## src/logic/fslp_pkg.sv

```systemverilog
package fslp_pkg;
    // ***************************************************************
    // register file addresses
    // ***************************************************************
    localparam logic [11:0] FSLP_CTL_ADDR   = 12'hFF8;
    localparam logic [11:0] FSLP_PAGE_ADDR  = 12'hFF9;
    // ***************************************************************
    // control register command bytes
    // ***************************************************************
    localparam logic [7:0]  FSLP_CMD_RESET   = 8'h00;
    localparam logic [7:0]  FSLP_CMD_PROTECT = 8'h5E;
    localparam logic [7:0]  FSLP_CMD_UNLOCK1 = 8'hA1;
    localparam logic [7:0]  FSLP_CMD_UNLOCK2 = 8'hB2;
    localparam logic [7:0]  FSLP_CMD_PAGE_ER = 8'hC3;
    localparam logic [7:0]  FSLP_CMD_MASS_ER = 8'hD4;
    // ***************************************************************
    // reset values and field layout
    // ***************************************************************
    localparam logic [7:0]  FSLP_LOCK_RESET = 8'h00;
    localparam logic [7:0]  FSLP_PAGE_RESET = 8'h00;
    localparam logic [7:0]  FSLP_ERASED     = 8'hFF;
    localparam int          FSLP_ADDR_W     = 13;
    localparam int          FSLP_PAGE_LSB   = 9;
    localparam int          FSLP_SECT_LSB   = 10;
    localparam int          FSLP_ST_OPEN    = 0;
    localparam int          FSLP_ST_BUSY    = 1;
    localparam int          FSLP_ST_PSEL    = 2;
    // ***************************************************************
    // timing
    // ***************************************************************
    localparam int          FSLP_CLK_NS     = 5;
    localparam int          FSLP_PROG_NS    = 100;
    localparam logic [7:0]  FSLP_PROG_CYC   = 8'((FSLP_PROG_NS + FSLP_CLK_NS - 1) / FSLP_CLK_NS);
    // ***************************************************************
    // unlock state
    // ***************************************************************
    typedef enum {FSLP_LOCKED, FSLP_HALF, FSLP_OPEN} fslp_lock_e;
endpackage

```

## src/logic/fslp_if.sv

```systemverilog
`timescale 1ns/1ps
interface fslp_if;
    logic        start;
    logic        busy;
    logic        fire;
    modport ctl (output start, input busy, input fire);
    modport eng (input start, output busy, output fire);
endinterface

```

## src/logic/fslp_prog_timer.sv

```systemverilog
`timescale 1ns/1ps
module fslp_prog_timer
    import fslp_pkg::*;
(
    input  wire logic clk_in,
    input  wire logic rst_in,
    input  wire logic en_in,
    fslp_if.eng       bus
);
    logic [7:0] count;
    logic       busy_q;

    // fire marks the last cycle of a byte program
    assign bus.busy = busy_q;
    assign bus.fire = busy_q && (count == 8'h00);

    // program time counter; a start while busy is ignored
    always_ff @(posedge clk_in or posedge rst_in) begin
        if (rst_in) begin
            busy_q <= 1'b0;
            count  <= 8'h00;
        end else if (en_in) begin
            if (bus.start && !busy_q) begin
                busy_q <= 1'b1;
                count  <= FSLP_PROG_CYC - 8'h01;
            end else if (bus.fire) begin
                busy_q <= 1'b0;
            end else if (busy_q) begin
                count  <= count - 8'h01;
            end
        end
    end
endmodule // fslp_prog_timer

```

## src/logic/fslp_top.sv

```systemverilog
// How it works
// - reset clears every sector lock bit; only reset ever clears one
// - lock register writes OR in ones; written zeros change nothing
// - a locked sector refuses byte program and erase
// - control byte 5EH maps the page select address onto the lock register
// - any other control byte maps the page select register back
// - software: 00H, 5EH, access lock at FF9H, then 00H again
// - byte program only on the active page and only when unlocked
// - programming only clears bits; the written byte is new AND old
// - byte program accepted from debug writes and processor stores
// - processor stalls while a byte programs; clock keeps running
// - after a byte program the page stays unlocked for more writes
// - any control byte except erase commands relocks the flash
`timescale 1ns/1ps
module fslp_top
    import fslp_pkg::*;
(
    input  wire logic                   clk_in,
    input  wire logic                   rst_in,
    input  wire logic                   en_in,
    input  wire logic [11:0]            reg_addr_in,
    input  wire logic [7:0]             reg_wdata_in,
    input  wire logic                   reg_wr_in,
    input  wire logic                   reg_rd_in,
    output logic      [7:0]             reg_rdata_out,
    input  wire logic                   program_memory_store_in,
    input  wire logic                   program_memory_store_incr_in,
    input  wire logic [FSLP_ADDR_W-1:0] cpu_addr_in,
    input  wire logic [7:0]             cpu_data_in,
    input  wire logic                   dbg_wr_in,
    input  wire logic [FSLP_ADDR_W-1:0] dbg_addr_in,
    input  wire logic [7:0]             dbg_data_in,
    input  wire logic [7:0]             flash_rdata_in,
    output logic                        cpu_stall_out,
    output logic      [FSLP_ADDR_W-1:0] flash_addr_out,
    output logic      [7:0]             flash_wdata_out,
    output logic                        flash_prog_out,
    output logic                        flash_page_erase_out,
    output logic                        flash_mass_erase_out,
    output logic                        op_refused_out
);
    // ***************************************************************
    // state
    // ***************************************************************
    fslp_lock_e             state;
    fslp_lock_e             next_state;
    logic [7:0]             sector_write_lock;
    logic [7:0]             page_sel;
    logic                   psel;
    logic [7:0]             req_data;
    fslp_if                 tmr ();

    fslp_prog_timer u_timer (
        .clk_in (clk_in),
        .rst_in (rst_in),
        .en_in  (en_in),
        .bus    (tmr.eng)
    );

    // ***************************************************************
    // decode
    // ***************************************************************
    wire                   ctl_wr    = reg_wr_in && (reg_addr_in == FSLP_CTL_ADDR);
    wire                   page_wr   = reg_wr_in && (reg_addr_in == FSLP_PAGE_ADDR);
    wire                   lock_wr   = page_wr && psel;
    wire                   sel_wr    = page_wr && !psel;
    wire                   is_page   = reg_wdata_in == FSLP_CMD_PAGE_ER;
    wire                   is_mass   = reg_wdata_in == FSLP_CMD_MASS_ER;
    // debug writes win over a processor store in the same cycle
    wire                   cpu_req   = program_memory_store_in || program_memory_store_incr_in;
    wire                   req       = dbg_wr_in || cpu_req;
    wire [FSLP_ADDR_W-1:0] req_addr  = dbg_wr_in ? dbg_addr_in : cpu_addr_in;
    wire [7:0]             req_wd    = dbg_wr_in ? dbg_data_in : cpu_data_in;
    wire [3:0]             req_page  = req_addr[FSLP_ADDR_W-1:FSLP_PAGE_LSB];
    wire [2:0]             req_sect  = req_addr[FSLP_ADDR_W-1:FSLP_SECT_LSB];
    wire [2:0]             sel_sect  = page_sel[3:1];
    wire                   is_open   = state == FSLP_OPEN;
    wire                   on_page   = page_sel == {4'h0, req_page};
    wire                   req_ok    = is_open && on_page && !sector_write_lock[req_sect];
    wire                   start_ok  = req && !tmr.busy && req_ok;
    wire                   req_bad   = req && !tmr.busy && !req_ok;
    wire                   pg_ok     = is_open && !sector_write_lock[sel_sect];
    wire                   ms_ok     = is_open && (sector_write_lock == FSLP_LOCK_RESET);
    wire                   do_page   = ctl_wr && is_page && pg_ok && !tmr.busy;
    wire                   do_mass   = ctl_wr && is_mass && ms_ok && !tmr.busy;
    wire                   er_bad    = ctl_wr && (is_page || is_mass) && !do_page && !do_mass;
    wire [7:0]             status    = {5'h00, psel, tmr.busy, is_open};
    wire [7:0]             rd_mux    = (reg_addr_in == FSLP_CTL_ADDR) ? status :
                                       (reg_addr_in == FSLP_PAGE_ADDR) ?
                                       (psel ? sector_write_lock : page_sel) : 8'h00;

    assign tmr.start = start_ok;

    // ***************************************************************
    // unlock sequence
    // ***************************************************************
    always_comb begin
        next_state = state;
        if (ctl_wr) begin
            case (state)
                FSLP_LOCKED: begin
                    next_state = (reg_wdata_in == FSLP_CMD_UNLOCK1) ? FSLP_HALF : FSLP_LOCKED;
                end
                FSLP_HALF: begin
                    next_state = (reg_wdata_in == FSLP_CMD_UNLOCK2) ? FSLP_OPEN : FSLP_LOCKED;
                end
                default: begin
                    // erase commands keep the page open, all else relocks
                    next_state = (is_page || is_mass) ? FSLP_OPEN : FSLP_LOCKED;
                end
            endcase
        end
    end

    // byte programs never touch state, so the page stays open
    always_ff @(posedge clk_in or posedge rst_in) begin
        if (rst_in) begin
            state <= FSLP_LOCKED;
        end else if (en_in) begin
            state <= next_state;
        end
    end

    // ***************************************************************
    // lock register and page select
    // ***************************************************************
    // the lock and page select share one address; psel steers it
    always_ff @(posedge clk_in or posedge rst_in) begin
        if (rst_in) begin
            sector_write_lock <= FSLP_LOCK_RESET;
            page_sel          <= FSLP_PAGE_RESET;
            psel              <= 1'b0;
        end else if (en_in) begin
            if (lock_wr) begin
                sector_write_lock <= sector_write_lock | reg_wdata_in;
            end
            if (sel_wr) begin
                page_sel <= reg_wdata_in;
            end
            if (ctl_wr) begin
                psel <= (reg_wdata_in == FSLP_CMD_PROTECT);
            end
        end
    end

    // ***************************************************************
    // flash port and stall
    // ***************************************************************
    // address and data stay put while programming so the old byte is stable
    always_ff @(posedge clk_in or posedge rst_in) begin
        if (rst_in) begin
            flash_addr_out       <= '0;
            req_data             <= FSLP_ERASED;
            flash_wdata_out      <= FSLP_ERASED;
            flash_prog_out       <= 1'b0;
            flash_page_erase_out <= 1'b0;
            flash_mass_erase_out <= 1'b0;
            cpu_stall_out        <= 1'b0;
            op_refused_out       <= 1'b0;
            reg_rdata_out        <= 8'h00;
        end else if (en_in) begin
            if (start_ok) begin
                flash_addr_out <= req_addr;
                req_data       <= req_wd;
            end else if (do_page) begin
                flash_addr_out <= {page_sel[3:0], 9'h000};
            end
            if (tmr.fire) begin
                flash_wdata_out <= req_data & flash_rdata_in;
            end
            flash_prog_out       <= tmr.fire;
            flash_page_erase_out <= do_page;
            flash_mass_erase_out <= do_mass;
            cpu_stall_out        <= start_ok || (cpu_stall_out && !tmr.fire);
            op_refused_out       <= req_bad || er_bad;
            if (reg_rd_in) begin
                reg_rdata_out <= rd_mux;
            end
        end
    end

    // ***************************************************************
    // assertions
    // ***************************************************************
    localparam int PMIN = 12; // fewest cycles allowed to the pulse after the first eight of stall; the pulse comes 13 later
    localparam int PMAX = 22;
endmodule // fslp_top

```

## config.mk

```make
export PLATFORM = sky130hd
export DESIGN_NAME = fslp_top
export DESIGN_NICKNAME = d
export VERILOG_FILES = /design/src/logic/fslp_pkg.sv /design/src/logic/fslp_if.sv /design/src/logic/fslp_prog_timer.sv /design/src/logic/fslp_top.sv
export SDC_FILE = /design/constraint.sdc
export NUM_CORES = 1
export LEC_CHECK = 0
export ABC_AREA = 1
export ABC_CLOCK_PERIOD_IN_PS = 2200
export BUFFER_PORTS_ARGS = -buffer_cell sky130_fd_sc_hd__buf_2
export CORE_MARGIN = 2
export CORE_UTILIZATION = 47
export DETAILED_ROUTE_END_ITERATION = 8
export GPL_TIMING_DRIVEN = 0
export PLACE_DENSITY = 0.76
export SLEW_MARGIN = 40
export SYNTH_ARGS = -nofsm -noshare
export SYNTH_HDL_FRONTEND = slang
export SYNTH_HIERARCHICAL = 1
export SYNTH_SLANG_ARGS = --single-unit
export TNS_END_PERCENT = 100
```

## constraint.sdc

```tcl
create_clock -name clk_in -period 2.2 [get_ports clk_in]
set_clock_uncertainty 0.2 [all_clocks]
set_input_delay 0.11 -clock clk_in [delete_from_list [all_inputs] [get_ports clk_in]]
set_output_delay 0.11 -clock clk_in [all_outputs]
set_load 0.1 [all_outputs]
```

* Word-level counts from Yosys, hierarchy flattened
Cells that the tools add are included.
** Cells by class
- Add/subtract/negate cells :: 1
- Magnitude comparators :: 2
- Equal/unequal tests :: 11
- Muxes and demuxes :: 20
- Bitwise logic cells :: 2
- Reductions and logical operators :: 51
** Operators with widths (count)
- $mux 8 :: 7
- $mux 13 :: 3
- $eq 32x1->1 const B :: 1
- $eq 32x3->1 const B :: 1
- $eq 8x8->1 const B :: 4
- $logic_not 32->1 :: 1
- $eq 12x12->1 const B :: 2
- $logic_and 1x1->1 :: 23
- $logic_not 8->1 :: 2
- $reduce_and 2->1 :: 8
- $and 8x8->8 :: 1
- $eq 8x4->1 :: 1
- $eq 8x7->1 const B :: 1
- $logic_not 1->1 :: 8
- $lt 3x4->1 const B :: 2
- $or 8x8->8 :: 1
- $sub 8x1->8 const B :: 1
- $bmux 1 s3 :: 2
- $reduce_bool 2->1 :: 3
- $logic_or 1x1->1 :: 5
- $mux 1 :: 5
- $mux 2 :: 2
- $pmux 2 s2 :: 1
- $reduce_and 3->1 :: 1
- $ne 2x1->1 const B :: 1
** Storage, ports and cells
- Bits in registers :: 100
- Bits of input ports :: 78
- Output and inout port bits :: 34
- Logic and storage cells :: 102

* Depth between registers and ports, before layout
Gate-level depths: netlist of run 1.
- Word-level depth :: 10
- Mapped depth :: 17
- Gate-level depth less buffers :: 16

* Hierarchy
Netlist of run 1, hierarchy kept.
** Modules (own cells, without submodules)
- fslp_top :: times used 1, cells each 409, area each 3360.7 um^2, sequential area each 1546.5 um^2
- fslp_prog_timer :: times used 1, cells each 86, area each 611.8 um^2, sequential area each 225.2 um^2

* Worst setup path after synthesis of run 1
No wires, ideal clock.
- Kind :: reg-to-reg
- From :: register state[0]
- To :: register u_timer.count[7]
- Setup time :: 0.116 ns
- Arrival time :: 1.750 ns
- Data required time :: 1.884 ns
- Slack :: 0.134 ns
- Stages on the path, launching flop included :: 15
- Path buffers :: 0
- Period minus slack after synthesis :: 2.066 ns
- Cells stage by stage :: dfrtp_1 > inv_1 > nand2_1 > nor2_1 > nand2_1 > nor2_2 > nand3_2 > nor2_4 > nand3_2 > clkinv_1 > nand2_1 > inv_2 > nand2_1 > nand3_1 > nand2_2
** On the way
- Longest elaborated chain between the ends :: 7
- Elaborated cells between the ends (all ways) :: 9
- Classes of those cells :: eq/ne (2); mux (1); reduce/logical (6)
** RTL lines
- start, declared :: RTL line fslp_top.sv:45 : fslp_lock_e state;
- start signal, assigned :: RTL line fslp_top.sv:120 : state <= next_state;
- $eq 32x3->1 * :: RTL line fslp_top.sv:77 : wire is_open = state == FSLP_OPEN;
- $logic_and 1x1->1 * (2 in a row) :: RTL line fslp_top.sv:79 : wire req_ok = is_open && on_page && !sector_write_lock[req_sect];
- $logic_and 1x1->1 * :: RTL line fslp_top.sv:80 : wire start_ok = req && !tmr.busy && req_ok;
- named net start_ok :: RTL line fslp_top.sv:80
- $logic_and 1x1->1 * :: RTL line fslp_prog_timer.sv:23 : if (bus.start && !busy_q) begin
- $ne 2x1->1 (no line) or $reduce_bool 2->1 (tied branches)
- $reduce_and 3->1 (no line)
- end signal, assigned :: RTL line fslp_prog_timer.sv:25 : count <= FSLP_PROG_CYC - 8'h01;
- end signal, assigned :: RTL line fslp_prog_timer.sv:29 : count <= count - 8'h01;
- end, declared :: RTL line fslp_prog_timer.sv:10 : logic [7:0] count;
The timed path passes the listed nets; every way through them passes the cells marked *.
A chain may end at the register's enable or synchronous reset.

* Worst setup path after layout of run 1
- From :: input reg_wdata_in[5]
- To :: register state[1]
** On the way
- Longest elaborated chain between the ends :: 4
- Elaborated cells between the ends (all ways) :: 7
- Classes of those cells :: eq/ne (3); mux (3); reduce/logical (1)
** RTL lines
- start, declared :: RTL line fslp_top.sv:22 : input wire logic [7:0] reg_wdata_in,
- $eq 8x8->1 (on tied branches) :: RTL line fslp_top.sv:67, fslp_top.sv:68
- $logic_or 1x1->1 :: RTL line fslp_top.sv:109 : next_state = (is_page || is_mass) ? FSLP_OPEN : FSLP_LOCKED;
- $mux 2 :: RTL line fslp_top.sv:109
- $pmux 2 s2 * :: RTL line fslp_top.sv:100 : case (state)
Mark *: on every way between the ends. The rest lies on a longest branch, timed or not.

==> results.tsv, run 1 <==
metric	value	unit
Crit. End Element	flop	
Hold Path Stages	6	
Clock Root Buffer	clkbuf_8	
HP Start	reg_addr_in[1]	
Mapped Nets	575	
Final Power	2.88	mW
sequential share of the synthesized area	0.446	
r2r setup slk	0.13	ns
Post-synth EDFFs	0	
Die Ht	95.9	um
wire length on met3	813	um
final setup fails	0	
htree depth	3	
Worst EP arrival	2.19	ns
first-pass GRT wire length	19.1	mm
fin cells	787	
largest net degree at the start of global routing	46	
peak supply drop	0.323	mV
Yosys top cell by area	dfrtp_1	
port bufs	111	
CP startpoint kind	primary input	
Cells after Synth	495	
dpl cells	712	
width of the die	95.9	um
worst-margin pin slew	0.602	ns
final slew viol count	0	
Final Util	0.680	
Vias	4102	
vias in the first global route	4114	
Worst-path clk slew	0.08	ns
leakage	2.89	nW
Hold Crit Class	in -> reg	
met1 WL	4.84	mm
Rel. slew slack	0.599	
CTS tree	yes	
multi-input logic area	1990	um^2
row cnt	33	
Syn Std Cell Area	3970	um^2
share of the synthesized area in the top cell type	0.340	
CTS Buf Count	9	
core footprint	8220	um^2
Ys Warns	6	
Setup WS post-layout	0.0906	ns
crit share post-route	0.959	
met2 WL	5.88	mm
Fillers	609	
WP data required	2.28	ns
final antenna diode count	0	
GRT overflow	0	
Place WS	-0.430	ns
nets	757	
final WL	11.7	mm
# DRC	0	
# IOs	112	
top_reg_cell synth	dfrtp_1	
register area	1770	um^2
top routing layer in use	met4	
gr usage total	0.270	
PwrDens	516	nW/um^2
most common cell in the netlist	nand2_1	
Max-cap violations	0	
CTS sink count	70	
FMAX	474	MHz
full die area	9200	um^2
TNS Setup	0	ns
initial drt markers	268	
synth cell count leaders	147 x nand2_1, 54 x dfrtp_1, 43 x inv_1, 40 x nand3_1, 36 x o21ai_0	
end of the worst register-to-register path	u_timer/count[3]$_DFFE_PP0P_	
Worst Hold Path EP	reg_rdata_out[6]$_DFFE_PP0P_	
Initial Utilization	0.483	
ys async rst share	1.00	
status	complete, no violations	
min Tclk post-route	2.11	ns
ANT nets after route	0	
DR vias/cell	5.21	
Clock Tree Buf Depth	2	
Area Overhead vs Synth	40.7	%
FF+latch count, synth	70	
library cells used by synthesis	36	
post-DR wirelength/cell	14.9	um
Final Hold Viols	0	
layout cell share with drive strength beyond 1	0.320	
initial antenna violation count	0	
syn_area_per_cell	8.03	um^2
latest clock arrival within the worst-skew pair	0.35	ns
largest cells by area after synthesis	dfrtp_1 34%, nand2_1 14%, dfstp_2 11%, nand3_1 5.0%, o21ai_0 4.5%	
Reg2Reg Launch Point	state[0]$_DFFE_PP0P_	
Final HPWL DP	7.73	mm
routability cong.	0.844	
WS Path Type	in -> reg	
R2R cell count	15	
DRT Pass-1 Iters	5	
crit-path max FO	4	
[where the power goes]
part	switching, mW	internal (mW)	total (mW)
clock	0.503	0.753	1.26
sequential	0.000646	1.29	1.29
combinational	0.173	0.166	0.339
total	0.677	2.21	2.88
[stage by stage]
step                hold slack, ns  instance area [um^2]
finish                     0.00511                  5590
CTS                        0.00678                  5530
global placement           -0.0846                  4660
global route                0.0349                  5590
detailed placement          -0.128                  4680
floorplan                   -0.262                  3970
[critical path: stages]
cell	delay, ns
dlygate4sd3_1	0.53
buf_2	0.15
inv_1	0.15
nand4_1	0.16
o21ai_0	0.25
o21ai_0	0.14
o41ai_1	0.09
dlygate4sd3_1	0.61
[cell usage in the layout, fill, tap and decap left out, types with 4 or more instances in the layout]
master         instances
nand3_2               11
o211ai_1               5
nor2_2                 4
nand4_1               10
dfrtp_1               54
clkbuf_1               7
dlygate4sd3_1         56
clkbuf_8               9
nand3_1               40
mux2i_1               10
o21ai_0               36
inv_1                 41
buf_2                113
a21oi_1               15
nand2_1              143
dfstp_2               16
o21ai_2                8
nor2_4                 4
buf_6                  5
nand2_2               15
nand2_4                5
nor2_1                30
[state kept, by name, summed over array words and instances, names as in the netlist]
name	cells
cpu_stall_out	1
psel	1
flash_mass_erase_out	1
reg_rdata_out	8
sector_write_lock	8
op_refused_out	1
flash_prog_out	1
page_sel	8
u_timer/bus.busy	1
req_data	8
flash_page_erase_out	1
flash_addr_out	13
u_timer/count	8
state	2
flash_wdata_out	8
[cell type report]
type | count | area share
multi-input cells | 363 | 0.356
flip-flops and latches | 70 | 0.317
repair buffers | 171 | 0.210
inverters | 47 | 0.0334
well taps | 105 | 0.0235
clock buffers | 10 | 0.0228
clock inverters | 6 | 0.0199
plain buffers | 15 | 0.0175
[what timing repair did]
action	4_1_cts	5_1_grt
pin swaps	2	3
setup buffers	2	1
hold endpoints to repair	103	0
resized for setup	6	13
hold buffers	56	0
setup endpoints to repair	9	20
[kinds of logic (layout without fill, tap and decap cells)]
| kind of cell | Yosys count | count (layout) | synth area share |
|---|---|---|---|
| buf+inv | 62 | 249 | 0.0687 |
| mux | 13 | 13 | 0.0337 |
| flops | 70 | 70 | 0.446 |
| compound gates | 71 | 71 | 0.105 |
| simple gates | 275 | 275 | 0.336 |
| fa+ha+maj | 2 | 2 | 0.00630 |
| xor+xnor | 2 | 2 | 0.00441 |
[per-layer routing]
metal  up-vias  track usage
met5         -            0
met4         0       0.0857
met3        22       0.0501
met2       190        0.477
met1      1903        0.335
li1       1987            -
[worst max path at each step]
stage | endpoint | cells after the start | slack, ns | from
final | state[1]$_DFFE_PP0P_ | 8 | 0.09 | reg_wdata_in[5]
after global routing | state[0]$_DFFE_PP0P_ | 7 | -0.008 | reg_wdata_in[5]
after CTS | u_timer/count[3]$_DFFE_PP0P_ | 15 | 0.04 | state[0]$_DFFE_PP0P_
after detailed placement | u_timer/count[7]$_DFFE_PP0P_ | 16 | -0.43 | dbg_wr_in
after global placement | flash_prog_out$_DFFE_PP0P_ | 2 | -0.38 | rst_in
after floorplan | u_timer/count[7]$_DFFE_PP0P_ | 14 | 0.13 | state[0]$_DFFE_PP0P_
Power figures use the tool's default switching activity.
==> inputs of run 2 (changes only) <==
==> constraint.sdc (replaced) <==
create_clock -name clk_in -period 2.2 [get_ports clk_in]
set_clock_uncertainty 0.2 [all_clocks]
set_input_delay 0 -clock clk_in [delete_from_list [all_inputs] [get_ports clk_in]]
set_output_delay 0 -clock clk_in [all_outputs]
set_load 0.1 [all_outputs]
==> run 2 against run 1 <==
The flow now finishes with violations (hold timing). Critical path type unchanged. Wire length rose by 1.2%. Global-route usage rose by 0.20 points. Core utilization rose by 1.0 points. Via count rose by 0.46%. Hold slack got worse by 0.048 ns. Largest cell class unchanged. Maximum frequency fell by 0.25%. Critical path depth rose by 2. Die area did not move. Largest power group unchanged. Setup slack got worse by 0.0054 ns. Combinational power rose by 3%. Cell count rose by 1.0%.
==> results.tsv, run 2 (synthesized netlist as in run 1, its figures left out) <==
metric	value	unit
Clock power frac	0.435	
CTS Buf Count	9	
# IOs	112	
min Tclk post-route	2.11	ns
met2 Use GR	0.483	
core footprint	8220	um^2
final setup fails	0	
most frequent cells in the layout	142 x nand2_1, 113 x buf_2, 64 x dlygate4sd3_1	
r2r setup slk	0.14	ns
Fillers	596	
multi-input logic area	1990	um^2
crit share post-route	0.961	
TNS Setup	0	ns
R2R cell count	15	
HP Start	reg_addr_in[0]	
max FFs per register	13	
WP data required	2.23	ns
Rel. slew slack	0.606	
Place WS	-0.407	ns
Max-cap violations	0	
post-DR wirelength/cell	14.9	um
Clock Root Buffer	clkbuf_8	
final antenna diode count	0	
Crit. End Element	flop	
peak supply drop	0.334	mV
Hold Crit Class	in -> reg	
# DRC	0	
Reg2Reg Launch Point	page_sel[7]$_DFFE_PP0P_	
initial drt markers	252	
CTS sink count	70	
initial antenna violation count	0	
final WL	11.8	mm
port bufs	111	
CP startpoint kind	primary input	
crit-path max FO	6	
gr usage total	0.272	
Worst-path clk slew	0.07	ns
NetSw	0.685	mW
Final Hold Viols	2	
vias in the first global route	4125	
largest net degree at the start of global routing	46	
leakage	2.92	nW
Setup WS post-layout	0.0852	ns
Vias	4121	
htree depth	3	
final slew viol count	0	
row cnt	33	
worst-margin pin slew	0.591	ns
Final Util	0.690	
FMAX	473	MHz
width of the die	95.9	um
nets	765	
Switching Share	0.236	
Setup crit start	reg_addr_in[11]	
Largest Register	flash_addr_out	
GRT overflow	0	
Final HPWL DP	7.73	mm
Area Overhead vs Synth	42.8	%
ANT nets after route	0	
WS Path Type	in -> reg	
register area	1770	um^2
Initial Utilization	0.483	
RSZ-0062 raised after global routing	no	
Gate power share	0.120	
failing checks	hold timing	
Fin Hold WS	-0.0425	ns
routability cong.	0.844	
met1 Use GR	0.336	
critical path endpoint	state[1]$_DFFE_PP0P_	
internal power	2.22	mW
status	complete, but fails checks	
DRT Pass-1 Iters	5	
PwrDens	511	nW/um^2
layout cell share with drive strength beyond 1	0.320	
full die area	9200	um^2
busiest layer in global routing	met2	
first-pass GRT wire length	19.2	mm
M3 GR Usage	0.0517	
DR vias/cell	5.18	
most common cell after layout, fill and taps aside	nand2_1	
end of the worst register-to-register path	u_timer/count[3]$_DFFE_PP0P_	
Worst EP arrival	2.14	ns
latest clock arrival within the worst-skew pair	0.35	ns
Reg power frac	0.444	
Clock Tree Buf Depth	2	
Die Ht	95.9	um
CTS tree	yes	
## run 2: how the worst min path moves through the flow
stage / to / cells after the start
6_report: flash_mass_erase_out$_DFFE_PP0P_ / 6
5_1_grt: state[0]$_DFFE_PP0P_ / 6
4_1_cts: state[0]$_DFFE_PP0P_ / 6
3_5_place_dp: reg_rdata_out[1]$_DFFE_PP0P_ / 2
3_3_place_gp: u_timer/count[0]$_DFFE_PP0P_ / 2
2_1_floorplan: u_timer/bus.busy$_DFFE_PP0P_ / 1
## run 2: critical path: stages
cell and delay (ns):
dlygate4sd3_1 0.52, buf_2 0.10, nand2_1 0.04, nor2_1 0.23, nand3_1 0.14, nor2_2 0.16
nand2_2 0.11, o21ai_0 0.18, o41ai_1 0.10, dlygate4sd3_1 0.56
## run 2: per-layer routing
metal / vias up / part of all wire
li1: 2003 / -
met1: 1910 / 0.41
met2: 191 / 0.50
met3: 17 / 0.073
met4: 0 / 0.013
met5: - / 0
## run 2: power groups by stage
stage	Sequential, mW	Clock [mW]	Combinational (mW)
floorplan	1.32	0	0.117
global placement	1.31	0	0.231
detailed placement	1.31	0	0.241
CTS	1.29	1.27	0.336
global route	1.29	1.34	0.380
finish	1.29	1.26	0.349
## run 2: what timing repair did
action,4_1_cts,5_1_grt
pin swaps,2,3
hold endpoints to repair,132,0
hold buffers,64,0
resized for setup,6,17
buffers inserted,2,1
setup endpoints to repair,9,29
## run 2: metrics by stage
step / power (mW) / hold slack, ns / area (um^2) / std cells
after floorplan: 1.44 / -0.372 / 3970 / 495
after global placement: 1.54 / -0.195 / 4660 / 711
after detailed placement: 1.55 / -0.238 / 4680 / 712
after CTS: 2.89 / 0.00670 / 5610 / 794
after global routing: 3.01 / 0.00933 / 5670 / 795
final: 2.90 / -0.0425 / 5670 / 795
## run 2: layout make-up
cell class	instances	share of cell area
multi-input cells	363	0.351
flip-flops and latches	70	0.312
repair buffers	179	0.221
inverters	47	0.0329
well taps	105	0.0232
clock buffers	10	0.0225
clock inverters	6	0.0196
plain buffers	15	0.0174
